`src/rtl/aps_defs.vh`:
```
// Purpose: Shared constants for the audio port mute source select block.
// Assumes: Byte addresses on a 32-bit Avalon-MM register bus.
// Notes:   Included by its bare name from every design file.
`ifndef APS_DEFS_VH
`define APS_DEFS_VH

// ----------------------------------------------------------------------
// Register byte addresses
// ----------------------------------------------------------------------
`define APS_ADDR_PORT0_CFG 32'h4000_0018
`define APS_ADDR_PORT1_CFG 32'h4000_001C
`define APS_ADDR_PORT2_CFG 32'h4000_0020
`define APS_ADDR_CLK_CTRL 32'h4000_0024
`define APS_ADDR_CLK_DIV 32'h4000_0028
`define APS_ADDR_STATUS 32'h4000_002C

// ----------------------------------------------------------------------
// Field positions and reset values
// ----------------------------------------------------------------------
`define APS_MUTE_SEL_MSB 2
`define APS_MUTE_SEL_LSB 0
`define APS_MUTE_SEL_RST 3'h0
`define APS_TX_INT_SEL_BIT 0
`define APS_TX_PIN_DIR_BIT 1
`define APS_RX_INT_SEL_BIT 2
`define APS_RX_PIN_DIR_BIT 3
`define APS_CLK_CTRL_RST 4'h0
`define APS_CLK_DIV_RST 8'h01
`define APS_STAT_MUTE_LSB 0
`define APS_STAT_TX_MODE_LSB 4
`define APS_STAT_RX_MODE_LSB 6

// ----------------------------------------------------------------------
// Mute source codes
// ----------------------------------------------------------------------
`define APS_SRC_ZERO 3'h0
`define APS_SRC_DATA7 3'h1
`define APS_SRC_DATA8 3'h2
`define APS_SRC_DATA9 3'h3
`define APS_SRC_HRCLK 3'h4
`define APS_SRC_SPI_SI 3'h5
`define APS_SRC_SPI_CS 3'h6
`define APS_SRC_SPI_EN 3'h7

// ----------------------------------------------------------------------
// Bit clock mode codes shown in the status register
// ----------------------------------------------------------------------
`define APS_MODE_EXT_IN 2'h0
`define APS_MODE_EXT_OUT 2'h1
`define APS_MODE_INTERNAL 2'h2
`define APS_MODE_INT_NODRV 2'h3

`endif

```
`src/rtl/aps_top.v`:
```
// Purpose: Audio port mute source select and bit clock mode control.
// Assumes: One clock; all pins synchronous to core_clk.
// Notes:   Registers sit on an Avalon-MM slave with one wait cycle.
//
// Chosen here: the Avalon-MM interface to the registers.
`timescale 1ns/10ps
`include "aps_defs.vh"

module aps_top
#(
    parameter DIV_W = 8
)
(
    // Clock and reset.
    input wire core_clk,
    input wire arst_n,
    // Avalon-MM register slave.
    input wire [31:0] avs_address,
    input wire avs_read,
    input wire avs_write,
    input wire [31:0] avs_writedata,
    input wire [3:0] avs_byteenable,
    output reg [31:0] avs_readdata,
    output reg avs_waitrequest,
    // Shared pins that may feed the mute inputs.
    input wire [15:0] port0_serial_data_pins,
    input wire port2_rx_high_rate_clock,
    input wire first_spi_slave_in_pin,
    input wire first_spi_chip_select_pin,
    input wire first_spi_enable_pin,
    // Mute inputs of the three audio ports.
    output wire port0_mute_in,
    output wire port1_mute_in,
    output wire port2_mute_in,
    // Transmit bit clock pin, external source and port clock.
    input wire tx_bit_clock_in,
    input wire tx_ext_clock_src,
    output wire tx_bit_clock_out,
    output wire tx_bit_clock_oe,
    output wire tx_bit_clock_core,
    // Receive bit clock pin, external source and port clock.
    input wire rx_bit_clock_in,
    input wire rx_ext_clock_src,
    output wire rx_bit_clock_out,
    output wire rx_bit_clock_oe,
    output wire rx_bit_clock_core
);

    // ------------------------------------------------------------------
    // Address decode
    // ------------------------------------------------------------------

    localparam SEL_NONE = 3'h0;
    localparam SEL_P0 = 3'h1;
    localparam SEL_P1 = 3'h2;
    localparam SEL_P2 = 3'h3;
    localparam SEL_CTRL = 3'h4;
    localparam SEL_DIV = 3'h5;
    localparam SEL_STAT = 3'h6;

    // Maps a byte address to a register select code.
    function [2:0] reg_decode;
        input [31:0] addr;
        begin
            case (addr)
                `APS_ADDR_PORT0_CFG: reg_decode = SEL_P0;
                `APS_ADDR_PORT1_CFG: reg_decode = SEL_P1;
                `APS_ADDR_PORT2_CFG: reg_decode = SEL_P2;
                `APS_ADDR_CLK_CTRL:  reg_decode = SEL_CTRL;
                `APS_ADDR_CLK_DIV:   reg_decode = SEL_DIV;
                `APS_ADDR_STATUS:    reg_decode = SEL_STAT;
                default:             reg_decode = SEL_NONE;
            endcase
        end
    endfunction

    // ------------------------------------------------------------------
    // Register storage
    // ------------------------------------------------------------------

    reg [2:0] port0_mute_source_sel_r;
    reg [2:0] port1_mute_source_sel_r;
    reg [2:0] port2_mute_source_sel_r;
    reg [3:0] clk_ctrl_r;
    reg [DIV_W-1:0] clk_div_r;
    reg [31:0] rdata_nxt;
    wire [2:0] wr_sel;
    wire [2:0] rd_sel;
    wire wr_fire;
    wire lane0_wr;
    wire [2:0] mute_vec;
    wire [1:0] tx_mode;
    wire [1:0] rx_mode;

    assign wr_sel = reg_decode(avs_address);
    assign rd_sel = reg_decode(avs_address);

    // A write lands at the edge where the master sees waitrequest low.
    assign wr_fire = avs_write & ~avs_waitrequest;
    assign lane0_wr = wr_fire & avs_byteenable[0];

    // ------------------------------------------------------------------
    // Bus handshake
    // ------------------------------------------------------------------

    // Waitrequest idles high, drops for one cycle per request.
    always @(posedge core_clk or negedge arst_n)
    begin
        if (!arst_n)
            avs_waitrequest <= 1'b1;
        else if ((avs_read | avs_write) & avs_waitrequest)
            avs_waitrequest <= 1'b0;
        else
            avs_waitrequest <= 1'b1;
    end

    // Read data gathered from the register file; reserved bits are zero.
    always @*
    begin
        rdata_nxt = 32'h0000_0000;
        case (rd_sel)
            SEL_P0:
                rdata_nxt[2:0] = port0_mute_source_sel_r;
            SEL_P1:
                rdata_nxt[2:0] = port1_mute_source_sel_r;
            SEL_P2:
                rdata_nxt[2:0] = port2_mute_source_sel_r;
            SEL_CTRL:
                rdata_nxt[3:0] = clk_ctrl_r;
            SEL_DIV:
                rdata_nxt[DIV_W-1:0] = clk_div_r;
            SEL_STAT:
            begin
                rdata_nxt[`APS_STAT_MUTE_LSB+2:`APS_STAT_MUTE_LSB] =
                    mute_vec;
                rdata_nxt[`APS_STAT_TX_MODE_LSB+1:`APS_STAT_TX_MODE_LSB] =
                    tx_mode;
                rdata_nxt[`APS_STAT_RX_MODE_LSB+1:`APS_STAT_RX_MODE_LSB] =
                    rx_mode;
            end
            default:
                rdata_nxt = 32'h0000_0000;
        endcase
    end

    // Read data is loaded as waitrequest drops and holds until next.
    always @(posedge core_clk or negedge arst_n)
    begin
        if (!arst_n)
            avs_readdata <= 32'h0000_0000;
        else if (avs_read & avs_waitrequest)
            avs_readdata <= rdata_nxt;
    end

    // ------------------------------------------------------------------
    // Mute selectors
    // ------------------------------------------------------------------

    // Only bits 2:0 are stored; upper written bits are dropped.
    always @(posedge core_clk or negedge arst_n)
    begin
        if (!arst_n)
        begin
            port0_mute_source_sel_r <= `APS_MUTE_SEL_RST;
            port1_mute_source_sel_r <= `APS_MUTE_SEL_RST;
            port2_mute_source_sel_r <= `APS_MUTE_SEL_RST;
        end
        else if (lane0_wr)
        begin
            if (wr_sel == SEL_P0)
                port0_mute_source_sel_r <= avs_writedata[2:0];
            if (wr_sel == SEL_P1)
                port1_mute_source_sel_r <= avs_writedata[2:0];
            if (wr_sel == SEL_P2)
                port2_mute_source_sel_r <= avs_writedata[2:0];
        end
    end

    // ------------------------------------------------------------------
    // Clock control registers
    // ------------------------------------------------------------------

    // Clock mode bits and divider value.
    always @(posedge core_clk or negedge arst_n)
    begin
        if (!arst_n)
        begin
            clk_ctrl_r <= `APS_CLK_CTRL_RST;
            clk_div_r <= `APS_CLK_DIV_RST;
        end
        else if (lane0_wr)
        begin
            if (wr_sel == SEL_CTRL)
                clk_ctrl_r <= avs_writedata[3:0];
            if (wr_sel == SEL_DIV)
                clk_div_r <= avs_writedata[DIV_W-1:0];
        end
    end

    // ------------------------------------------------------------------
    // Mute multiplexers, one per port
    // ------------------------------------------------------------------

    wire [8:0] sel_bus;
    wire [7:1] mute_src;

    // The same seven pins feed all three selectors.
    assign mute_src = {first_spi_enable_pin, first_spi_chip_select_pin,
                       first_spi_slave_in_pin, port2_rx_high_rate_clock,
                       port0_serial_data_pins[9],
                       port0_serial_data_pins[8],
                       port0_serial_data_pins[7]};
    assign sel_bus = {port2_mute_source_sel_r, port1_mute_source_sel_r,
                      port0_mute_source_sel_r};

    genvar gi;
    generate
        for (gi = 0; gi < 3; gi = gi + 1)
        begin : g_mute
            aps_mute_mux u_mux
            (
                .core_clk(core_clk),
                .arst_n(arst_n),
                .mute_sel(sel_bus[3*gi+2:3*gi]),
                .src_pins(mute_src),
                .mute_r(mute_vec[gi])
            );
        end
    endgenerate

    assign port0_mute_in = mute_vec[0];
    assign port1_mute_in = mute_vec[1];
    assign port2_mute_in = mute_vec[2];

    // ------------------------------------------------------------------
    // Bit clock mode control
    // ------------------------------------------------------------------

    // Transmit bit clock.
    aps_bit_clock_ctl #(.DIV_W(DIV_W)) u_tx_clk
    (
        .core_clk(core_clk),
        .arst_n(arst_n),
        .internal_sel(clk_ctrl_r[`APS_TX_INT_SEL_BIT]),
        .pin_dir(clk_ctrl_r[`APS_TX_PIN_DIR_BIT]),
        .div_val(clk_div_r),
        .pin_in(tx_bit_clock_in),
        .ext_src(tx_ext_clock_src),
        .pin_out_r(tx_bit_clock_out),
        .pin_oe_r(tx_bit_clock_oe),
        .bit_clk_r(tx_bit_clock_core),
        .mode_r(tx_mode)
    );

    // Receive bit clock.
    aps_bit_clock_ctl #(.DIV_W(DIV_W)) u_rx_clk
    (
        .core_clk(core_clk),
        .arst_n(arst_n),
        .internal_sel(clk_ctrl_r[`APS_RX_INT_SEL_BIT]),
        .pin_dir(clk_ctrl_r[`APS_RX_PIN_DIR_BIT]),
        .div_val(clk_div_r),
        .pin_in(rx_bit_clock_in),
        .ext_src(rx_ext_clock_src),
        .pin_out_r(rx_bit_clock_out),
        .pin_oe_r(rx_bit_clock_oe),
        .bit_clk_r(rx_bit_clock_core),
        .mode_r(rx_mode)
    );

endmodule // aps_top

```
`src/rtl/aps_mute_mux.v`:
```
// Purpose: Picks one of eight mute sources for one audio port.
// Assumes: All source pins are synchronous to core_clk.
// Notes:   The chosen level is registered, one edge after the selector.
`timescale 1ns/10ps
`include "aps_defs.vh"

module aps_mute_mux
(
    // Clock and reset.
    input wire core_clk,
    input wire arst_n,
    // Selector from the configuration register.
    input wire [2:0] mute_sel,
    // Candidate sources, ordered by code 1 to 7.
    input wire [7:1] src_pins,
    // Registered mute level for the port.
    output reg mute_r
);

    reg mute_nxt;

    // Chooses the source named by the selector code.
    always @*
    begin
        case (mute_sel)
            `APS_SRC_ZERO:   mute_nxt = 1'b0;
            `APS_SRC_DATA7:  mute_nxt = src_pins[1];
            `APS_SRC_DATA8:  mute_nxt = src_pins[2];
            `APS_SRC_DATA9:  mute_nxt = src_pins[3];
            `APS_SRC_HRCLK:  mute_nxt = src_pins[4];
            `APS_SRC_SPI_SI: mute_nxt = src_pins[5];
            `APS_SRC_SPI_CS: mute_nxt = src_pins[6];
            `APS_SRC_SPI_EN: mute_nxt = src_pins[7];
            default:         mute_nxt = 1'b0;
        endcase
    end

    // Follows the source every cycle, so a new code acts at the next edge.
    always @(posedge core_clk or negedge arst_n)
    begin
        if (!arst_n)
            mute_r <= 1'b0;
        else
            mute_r <= mute_nxt;
    end

endmodule // aps_mute_mux

```
`src/rtl/aps_bit_clock_ctl.v`:
```
// Purpose: Sets the source and pin direction of one audio bit clock.
// Assumes: Pin levels are synchronous to core_clk.
// Notes:   The internal clock is core_clk divided by 2*(div_val+1).
`timescale 1ns/10ps
`include "aps_defs.vh"

module aps_bit_clock_ctl
#(
    parameter DIV_W = 8
)
(
    // Clock and reset.
    input wire core_clk,
    input wire arst_n,
    // Mode control from software.
    input wire internal_sel,
    input wire pin_dir,
    input wire [DIV_W-1:0] div_val,
    // Pin input side and external clock source.
    input wire pin_in,
    input wire ext_src,
    // Pin output side, port clock and mode.
    output reg pin_out_r,
    output reg pin_oe_r,
    output reg bit_clk_r,
    output reg [1:0] mode_r
);

    reg [DIV_W-1:0] div_cnt_r;
    reg int_clk_r;
    reg tick;
    reg pin_out_nxt;
    reg pin_oe_nxt;
    reg bit_clk_nxt;
    reg [1:0] mode_nxt;

    // Divider: one-cycle enable pulse at each half period.
    always @*
    begin
        tick = (div_cnt_r == div_val);
    end

    // Counter and internally generated clock.
    always @(posedge core_clk or negedge arst_n)
    begin
        if (!arst_n)
        begin
            div_cnt_r <= {DIV_W{1'b0}};
            int_clk_r <= 1'b0;
        end
        else if (tick)
        begin
            div_cnt_r <= {DIV_W{1'b0}};
            int_clk_r <= ~int_clk_r;
        end
        else
        begin
            div_cnt_r <= div_cnt_r + {{(DIV_W-1){1'b0}}, 1'b1};
        end
    end

    // Mode decode from the clock-mode and pin-direction bits.
    always @*
    begin
        case ({internal_sel, pin_dir})
            2'b11:
            begin
                mode_nxt = `APS_MODE_INTERNAL;
                bit_clk_nxt = int_clk_r;
                pin_out_nxt = int_clk_r;
                pin_oe_nxt = 1'b1;
            end
            2'b00:
            begin
                mode_nxt = `APS_MODE_EXT_IN;
                bit_clk_nxt = pin_in;
                pin_out_nxt = 1'b0;
                pin_oe_nxt = 1'b0;
            end
            2'b01:
            begin
                mode_nxt = `APS_MODE_EXT_OUT;
                bit_clk_nxt = ext_src;
                pin_out_nxt = ext_src;
                pin_oe_nxt = 1'b1;
            end
            default:
            begin
                // Internal clock kept inside; the pin is left undriven.
                mode_nxt = `APS_MODE_INT_NODRV;
                bit_clk_nxt = int_clk_r;
                pin_out_nxt = 1'b0;
                pin_oe_nxt = 1'b0;
            end
        endcase
    end

    // Registers every output.
    always @(posedge core_clk or negedge arst_n)
    begin
        if (!arst_n)
        begin
            pin_out_r <= 1'b0;
            pin_oe_r <= 1'b0;
            bit_clk_r <= 1'b0;
            mode_r <= `APS_MODE_EXT_IN;
        end
        else
        begin
            pin_out_r <= pin_out_nxt;
            pin_oe_r <= pin_oe_nxt;
            bit_clk_r <= bit_clk_nxt;
            mode_r <= mode_nxt;
        end
    end

endmodule // aps_bit_clock_ctl

```
`config.mk`:
```
export PLATFORM = sky130hd
export DESIGN_NAME = aps_top
export DESIGN_NICKNAME = d
export VERILOG_FILES = /design/src/rtl/aps_top.v /design/src/rtl/aps_mute_mux.v /design/src/rtl/aps_bit_clock_ctl.v
export VERILOG_INCLUDE_DIRS = /design/src /design/src/rtl
export SDC_FILE = /design/constraint.sdc
export NUM_CORES = 1
export LEC_CHECK = 0
export ABC_CLOCK_PERIOD_IN_PS = 2000
export BUFFER_PORTS_ARGS = -buffer_cell sky130_fd_sc_hd__buf_4
export CAP_MARGIN = 20
export CORE_UTILIZATION = 49
export DETAILED_ROUTE_END_ITERATION = 6
export PLACE_DENSITY = 0.78
export SETUP_SLACK_MARGIN = 0.3
export SYNTH_ARGS = -nofsm -noshare
export SYNTH_HDL_FRONTEND = slang
export SYNTH_SLANG_ARGS = --single-unit
```
`constraint.sdc`:
```
create_clock -name core_clk -period 2 [get_ports core_clk]
set_input_delay 0.4 -clock core_clk [delete_from_list [all_inputs] [get_ports core_clk]]
set_output_delay 0.4 -clock core_clk [all_outputs]
set_load 0.02 [all_outputs]
```
---- Word-level counts from Yosys, hierarchy flattened ----
Cells that the tools add are included.
W data, S select, Z words.
storage, ports and cells
  bits of input ports ..................... 96
  output and inout port bits .............. 42
  word-level logic and storage cells ...... 101
  register bits ........................... 61
operators by class
  reductions and logical operators ........ 12
  multiplexer cells ....................... 18
  $add $sub $neg .......................... 2
  bitwise logic cells ..................... 8
  equality and inequality tests ........... 39
operators by type and width
  cell                    count
  $eq A32 B31 Y1 const B  6
  $eq A3 B3 Y1 const B    15
  $pmux W3 S6             2
  $eq A3 B2 Y1 const B    8
  $pmux W1 S8             3
  $add A8 B1 Y8 const B   2
  $eq A8 B8 Y1            2
  $mux W8                 2
  $eq A3 B1 Y1 const B    4
  $pmux W2 S3             2
  $pmux W1 S2             5
  $reduce_and A2 Y1       5
  $logic_not A3 Y1        3
  $pmux W4 S2             1
  $and A1 B1 Y1           4
  $eq A2 B1 Y1 const B    2
  $eq A2 B2 Y1 const B    2
  $logic_not A2 Y1        2
  $reduce_or A2 Y1        2
  $mux W1                 3
  $not A1 Y1              3
  $or A1 B1 Y1            1

---- Logic depth before layout (Yosys ltp) ----
Gate-level depths: netlist of the first run.
  depth after elaboration ................. 4
  mapped depth ............................ 6

---- Hierarchy ----
Synthesis of the first run repeated with hierarchy kept, for this count alone.
second synthesis, totals
  cells, all modules ...................... 299
  area, all modules ....................... 3399.5 um^2
modules (own cells, without submodules)
  module             sequential area each (um^2)  cells an instance  area each (um^2)  instances
  aps_top            753.2                        161                1744.2            1
  aps_bit_clock_ctl  350.3                        60                 694.4             2
  aps_mute_mux       25.0                         6                  88.8              3

---- Least setup slack after synthesis of the first run ----
Ideal clock, no wire load.
  path type ............................... input to register
  start point ............................. input port avs_address[26]
  end point ............................... register clk_div_r[1]
  cell stages on the path ................. 4
  path buffers ............................ 0
  setup slack ............................. -0.001 ns
  data arrival time ....................... 1.876 ns
  setup time .............................. 0.125 ns
  required time ........................... 1.875 ns
  cell sequence ........................... nor4_1 nand4_2 nor4_4 mux2_2
on the way
  longest elaborated chain between the ends .. 4
  elaborated cells between the ends (all ways) .. 9
ends and longest elaborated chain
  item                           line           RTL
  start, declared                aps_top.v:18   input wire [31:0] avs_address,
  $eq A32 B31 Y1                 aps_top.v:65   case (addr)
  $pmux W3 S6 *                  aps_top.v:65
  $eq A3 B3 Y1 *                 aps_top.v:195  if (wr_sel == SEL_DIV)
  $reduce_and A2 Y1 (no line) *  n/a
  end signal, assigned           aps_top.v:189  clk_div_r <= `APS_CLK_DIV_RST;
  end signal, assigned           aps_top.v:196  clk_div_r <= avs_writedata[DIV_W-1:0];
  end, declared                  aps_top.v:85   reg [DIV_W-1:0] clk_div_r;
Mark *: on every way between the ends. The rest lies on a longest branch, timed or not.
A chain may end at the register's enable or synchronous reset.

---- Final worst setup path of the first run ----
  start point ............................. input port avs_address[9]
  end point ............................... register port0_mute_source_sel_r[0]
on the way
  longest elaborated chain between the ends .. 4
  elaborated cells between the ends (all ways) .. 9
ends and longest elaborated chain
  item                           line           RTL
  $eq A32 B31 Y1                 aps_top.v:65
  $pmux W3 S6 *                  aps_top.v:65
  $eq A3 B1 Y1 *                 aps_top.v:170  if (wr_sel == SEL_P0)
  $reduce_and A2 Y1 (no line) *  n/a
  end signal, assigned           aps_top.v:164  port0_mute_source_sel_r <= `APS_MUTE_SEL_RST;
  end signal, assigned           aps_top.v:171  port0_mute_source_sel_r <= avs_writedata[2:0];
  end, declared                  aps_top.v:81   reg [2:0] port0_mute_source_sel_r;
Marked as above.

==> results of run 1 <==
[cell families after synthesis]
logic type	Yosys count	synth area share (%)
buffers and inverters	37	6.79
adder cells (fa/ha/maj)	10	3.71
XOR/XNOR	30	7.79
flip-flops	61	45.3
AND/OR/NAND/NOR	86	16.7
AO/OA/AOI/OAI	25	5.56
other	1	0.111
multiplexers	37	14.0
[cell usage after synthesis, drive strengths merged (8+ instances only)]
cell | instances | share of area (%)
buf | 25 | 5.5
dfrtp | 59 | 44
ha | 10 | 3.7
inv | 8 | 0.89
mux2 | 22 | 7.3
mux2i | 9 | 2.7
nand2 | 8 | 0.89
nand3 | 11 | 1.8
nor2 | 21 | 2.3
nor4 | 16 | 4.6
xnor2 | 18 | 4.7
xor2 | 12 | 3.1
[sequential cells by signal, summed over array words and instances (netlist names), 2 cells and up]
signal and flops:
u_tx_clk.div_cnt_r 8, clk_div_r 8, avs_readdata 8, port1_mute_source_sel_r 3, clk_ctrl_r 4, g_mute.u_mux.mute_r 3, port0_mute_source_sel_r 3, u_rx_clk.div_cnt_r 8
u_rx_clk.mode_r 2, port2_mute_source_sel_r 3, u_tx_clk.mode_r 2
[stage by stage]
step	instance area (um^2)	hold WS [ns]	TNS, ns	std cells
after global routing	4530	0.193	0	468
final	4530	0.133	0	468
after global placement	4100	0.462	-0.867	445
after CTS	4360	0.157	0	461
after detailed placement	4100	0.475	-0.858	445
after floorplan	3570	0.104	0	310
[final cells by class]
cell class,count,share of cell area [%]
clock buffers,9,2.73
clock inverters,7,2.51
inverters,8,0.663
multi-input cells,212,41.3
flip-flops and latches,61,33.8
well taps,77,2.13
repair buffers,94,16.9
[power by group]
part           switching [mW]  internal (mW)
Combinational           0.151          0.118
Sequential            0.00436           1.24
Clock                   0.485          0.823
[what timing repair did]
item,4_1_cts,5_1_grt
hold buffers,0,0
endpoints found under the hold margin,0,0
pin swaps,3,11
resized for setup,3,22
setup endpoints to repair,8,22
setup buffers,0,7
[per-layer routing]
metal	wire [um]	track usage, %	vias to the layer above	share of wire [%]
met5	0	0	-	0
met4	110	6.93	0	1.4
met3	352	5.74	12	4.5
met2	4010	40.2	84	52
met1	3290	27.4	1266	42
li1	-	-	1199	-
[final timing paths]
path                                                   from                                      to  slack [ns]  cells after the start
worst max-delay path                         avs_address[9]  port0_mute_source_sel_r[0]$_DFFE_PN0P_        0.27                      7
worst min-delay path                                 arst_n            u_rx_clk.mode_r[0]$_DFF_PN0_        0.13                      1
worst max register to register    avs_waitrequest$_DFF_PN1_               clk_ctrl_r[2]$_DFFE_PN0P_        0.33                      5
worst min register to register  avs_readdata[4]$_DFFE_PN0P_             avs_readdata[4]$_DFFE_PN0P_        0.49                      1
max in group asynchronous                            arst_n  port1_mute_source_sel_r[0]$_DFFE_PN0P_        1.38                      1
min in group core_clk                              avs_read               avs_waitrequest$_DFF_PN1_        0.25                      2
==> impl_metrics.csv, run 1 <==
group,metric,value,unit
pwr,peakVddDrop,457,uV
place,dp_hpwl,5680,um
sta,fin_ws,0.268,ns
clock_tree,worst_skew_pair.late_latency,0.34,ns
route,totalWireLength,7760,um
grt,antenna_found_initial,0,
layout,multiInputGateArea,0.00187,mm^2
floorplan,io_pins,138,
yosys,edff_count_synth,0,
layout,final_layout_size_suffix_gt1_share,41.9,%
sta,drv_slew,0,
route,drc,10,
layout,most-common-layout-cells,"81 x buf_4, 59 x dfrtp_1, 24 x conb_1",
layout,num-fill-cells,469,
floorplan,die_area,0.00722,mm^2
setup_path,timing.critical_path.arrival,1.96,ns
clock_tree,clock_transition_at_the_registers_of_the_reported_paths,0.07,ns
outcome,outcome,"complete, but fails checks",
layout,nNetsFinal,492,
sta,post-route-period-util,86.6,%
pwr,power-per-cell-area,623,mW/mm^2
pwr,power,2.82,mW
grt,grt.total_usage,22.8,%
yosys,share_of_the_yosys_chip_area_belonging_to_registers,45.3,%
grt,vias_in_the_first_global_route,2646,
layout,n_antenna_cell,0,
pwr,total_leakage_power,2.17,nW
yosys,synthesis.area_per_instance,11.8,um^2
floorplan,fp.coreArea,0.00649,mm^2
setup_path,critPathSlowestCell,"nor4_1",
layout,flow.area_growth_from_synthesis,34.3,%
grt,grt_max_degree,62,
place,place.gp.congestion,0.765,
sta,finalCriticalPeriod,1.73,ns
floorplan,start_util,51.9,%
flow_run,timing.max_cap.violations,0,
floorplan,die_height,85.0,um
route,drt-vias-per-instance,5.47,
yosys,synth-async-reset-ratio,100,%
setup_path,critical-path-max-stage-delay,0.32,ns
yosys,yosys.cell_types.count,44,
hold_path,worst_hold_path_type,"input port to async pin",
setup_path,critPathKind,"input port to flip-flop",
place,pre_cts_slack,-0.0874,ns
setup_path,endpoint_kind,"flip-flop",
layout,area.sequential,0.00153,mm^2
route,ant_nets,0,
sta,tightest_slew,0.751,ns
setup_path,critical_path_startpoint_category,"input port",
grt,grt-ovfl-total,0,
route,vias,2561,
sta,setup_viol_count_final,0,
setup_path,cp.buffers_inverters,3,
route,routedWlPerCell,16.6,um
yosys,synthFlopType,"dfrtp_1",
route,dr.pass1.iters,6,
yosys,netlist_instances,287,
clock_tree,cts-root-to-sink-buffers,2,
setup_path,crit_fanout,3,
grt,first_pass_grt_wire_length,12600,um
clock_tree,htree_levels,3,
setup_path,critPathRequiredTime,2.23,ns
clock_tree,clock_root_buffer_master,"clkbuf_8",
route,drt_iter0_markers,163,
setup_path,critPathTopFamily,"simple AND/OR/NAND/NOR gates",
yosys,synth.yosys.warnings,0,
clock_tree,numClockSinks,61,
floorplan,rows,29,
layout,most_common_library_cell_in_the_layout_ignoring_fill_and_taps,"buf_4",
setup_path,worstPathCellList,"buf_6 > nor4_1 > nand4_1 > buf_4 > nor4_4 > buf_4 > mux2_2",
sta,finalClockSkew,0.00841,ns
sta,slew_headroom,50.0,%
layout,finish.utilization,69.7,%
setup_path,timing.critical_path.mode_cell,"buf_4",
sta,max_clock_freq,577,MHz
place,place.port_buffers,73,
sta,timing.final.hold_violations,0,
clock_tree,tritoncts,"built",
clock_tree,cts_buffers,9,
yosys,ys_seq_elements,61,
sta,setup_repair_after_global_routing_missed_its_margin,"yes",
floorplan,dieWidth,85.0,um
outcome,violations,"DRC",
yosys,post_synth_instance_area,0.00337,mm^2
Power figures use the tool's default switching activity.
==> run 2: changes to the inputs <==
==> constraint.sdc (replaced) <==
create_clock -name core_clk -period 2 [get_ports core_clk]
set_input_delay 0.1 -clock core_clk [delete_from_list [all_inputs] [get_ports core_clk]]
set_output_delay 0.1 -clock core_clk [all_outputs]
set_load 0.02 [all_outputs]
==> impl_metrics.csv, run 2 (synthesis results as in run 1) <==
group,metric,value,unit
outcome,outcome,"complete, but fails checks",
outcome,violations,"DRC",
layout,final_design_instance_area_without_fill,0.00429,mm^2
place,place.gp.congestion,0.859,
grt,antenna_found_initial,0,
grt,grt.total_usage,21.4,%
route,routedWlPerCell,15.8,um
clock_tree,cts_buffers,9,
setup_path,critPathTopFamily,"simple AND/OR/NAND/NOR gates",
setup_path,timing.critical_path.mode_cell,"nor4_2",
hold_path,worst_hold_path_type,"input port to flip-flop",
floorplan,io_pins,138,
clock_tree,numClockSinks,61,
layout,multiInputGateArea,0.00173,mm^2
place,dp_hpwl,5340,um
route,drc,12,
pwr,power-per-cell-area,635,mW/mm^2
place,place.port_buffers,73,
setup_path,critPathKind,"input port to flip-flop",
layout,most-common-layout-cells,"79 x buf_4, 59 x dfrtp_1, 24 x conb_1",
setup_path,critPathRequiredTime,2.22,ns
clock_tree,clock_transition_at_the_registers_of_the_reported_paths,0.06,ns
pwr,total_leakage_power,2.06,nW
floorplan,die_area,0.00722,mm^2
sta,finalSetupTns,0,ns
layout,n_antenna_cell,0,
sta,slew_headroom,49.0,%
route,ant_nets,0,
grt,grt_max_degree,62,
floorplan,fp.coreArea,0.00649,mm^2
setup_path,ff2ff_setup_slack,0.39,ns
sta,drv_slew,0,
layout,area.sequential,0.00153,mm^2
route,totalWireLength,7320,um
sta,finalClockSkew,0.00935,ns
layout,most_common_library_cell_in_the_layout_ignoring_fill_and_taps,"buf_4",
setup_path,cp.buffers_inverters,1,
grt,grt-ovfl-total,0,
clock_tree,tritoncts,"built",
clock_tree,clock_root_buffer_master,"clkbuf_8",
setup_path,critical_path_startpoint_category,"input port",
layout,num-fill-cells,491,
grt,first_pass_grt_wire_length,11700,um
route,dr.pass1.iters,6,
setup_path,critPathSlowestCell,"nor4_2",
clock_tree,cts-root-to-sink-buffers,2,
sta,post-route-period-util,81.5,%
flow_run,timing.max_cap.violations,0,
pwr,peakVddDrop,328,uV
sta,max_clock_freq,613,MHz
floorplan,rows,29,
clock_tree,worst_skew_pair.late_latency,0.34,ns
route,drt_iter0_markers,115,
route,drt-vias-per-instance,5.51,
floorplan,start_util,51.9,%
setup_path,endpoint_kind,"flip-flop",
layout,final_layout_size_suffix_gt1_share,36.4,%
layout,nNetsFinal,486,
sta,setup_repair_after_global_routing_missed_its_margin,"yes",
clock_tree,post_cts_setup_buffers,0,
floorplan,dieWidth,85.0,um
layout,flow.area_growth_from_synthesis,27.2,%
sta,finalCriticalPeriod,1.63,ns
setup_path,timing.critical_path.arrival,1.85,ns
sta,setup_viol_count_final,0,
setup_path,critical-path-max-stage-delay,0.58,ns
route,vias,2547,
floorplan,die_height,85.0,um
sta,timing.final.hold_violations,0,
setup_path,worstPathCellList,"buf_4 > nor4_2 > nand3_2 > nor4_2 > mux2_2",
setup_path,crit_fanout,7,
place,detailed_place.area,0.00395,mm^2
sta,tightest_slew,0.764,ns
grt,vias_in_the_first_global_route,2411,
clock_tree,htree_levels,3,
## run 2: changes by cell type in the layout (fill, tap and decap cells not counted), sizes merged
cell         change
clkbuf           +3
buf             -15
clkinv           -2
bufinv           -1
dlygate4sd3      +9
## run 2: where the power goes
group	switching (mW)	internal (mW)
sequential	0.00384	1.24
clock	0.467	0.766
combinational	0.137	0.113
## run 2: timing repair
item | in CTS | in global routing
gates cloned | 0 | 0
setup endpoints to repair | 3 | 8
hold buffers | 9 | 0
endpoints found under the hold margin | 66 | 0
gates resized for setup | 1 | 2
## run 2: path summary, 6_finish.rpt
path,end,start,cells after the start
max,port0_mute_source_sel_r[1]$_DFFE_PN0P_,avs_address[1],5
min,clk_div_r[3]$_DFFE_PN0P_,avs_writedata[3],2
max reg2reg,port2_mute_source_sel_r[2]$_DFFE_PN0P_,avs_waitrequest$_DFF_PN1_,4
min reg2reg,avs_readdata[4]$_DFFE_PN0P_,avs_readdata[4]$_DFFE_PN0P_,1
max in group asynchronous,g_mute[1].u_mux.mute_r$_DFF_PN0_,arst_n,2
min in group asynchronous,clk_div_r[7]$_DFFE_PN0P_,arst_n,2
## run 2: metal layers
layer	global-route usage, %	vias to the layer above	part of all wire (%)	wire, um
li1	-	1187	-	-
met1	26.0	1250	41	3000
met2	35.9	93	51	3760
met3	4.28	17	4.8	353
met4	11.7	0	2.9	211
met5	0	-	0	0
## run 2: per-stage QoR
stage	setup WS, ns	hold WS [ns]	instances	util, %	power [mW]
global route	0.296	0.00885	462	66.1	2.82
floorplan	0.301	-0.196	310	-	1.39
detailed placement	0.0402	0.223	437	60.8	1.49
CTS	0.302	0.00484	462	65.8	2.74
finish	0.369	0.0145	462	66.1	2.73
global placement	0.0997	0.212	437	60.8	1.49
## run 2: layout make-up
type,count,area share [%]
inverters,8,0.700
well taps,77,2.25
clock buffers,12,3.62
multi-input cells,212,40.2
clock inverters,4,1.63
repair buffers,88,15.9
flip-flops and latches,61,35.6
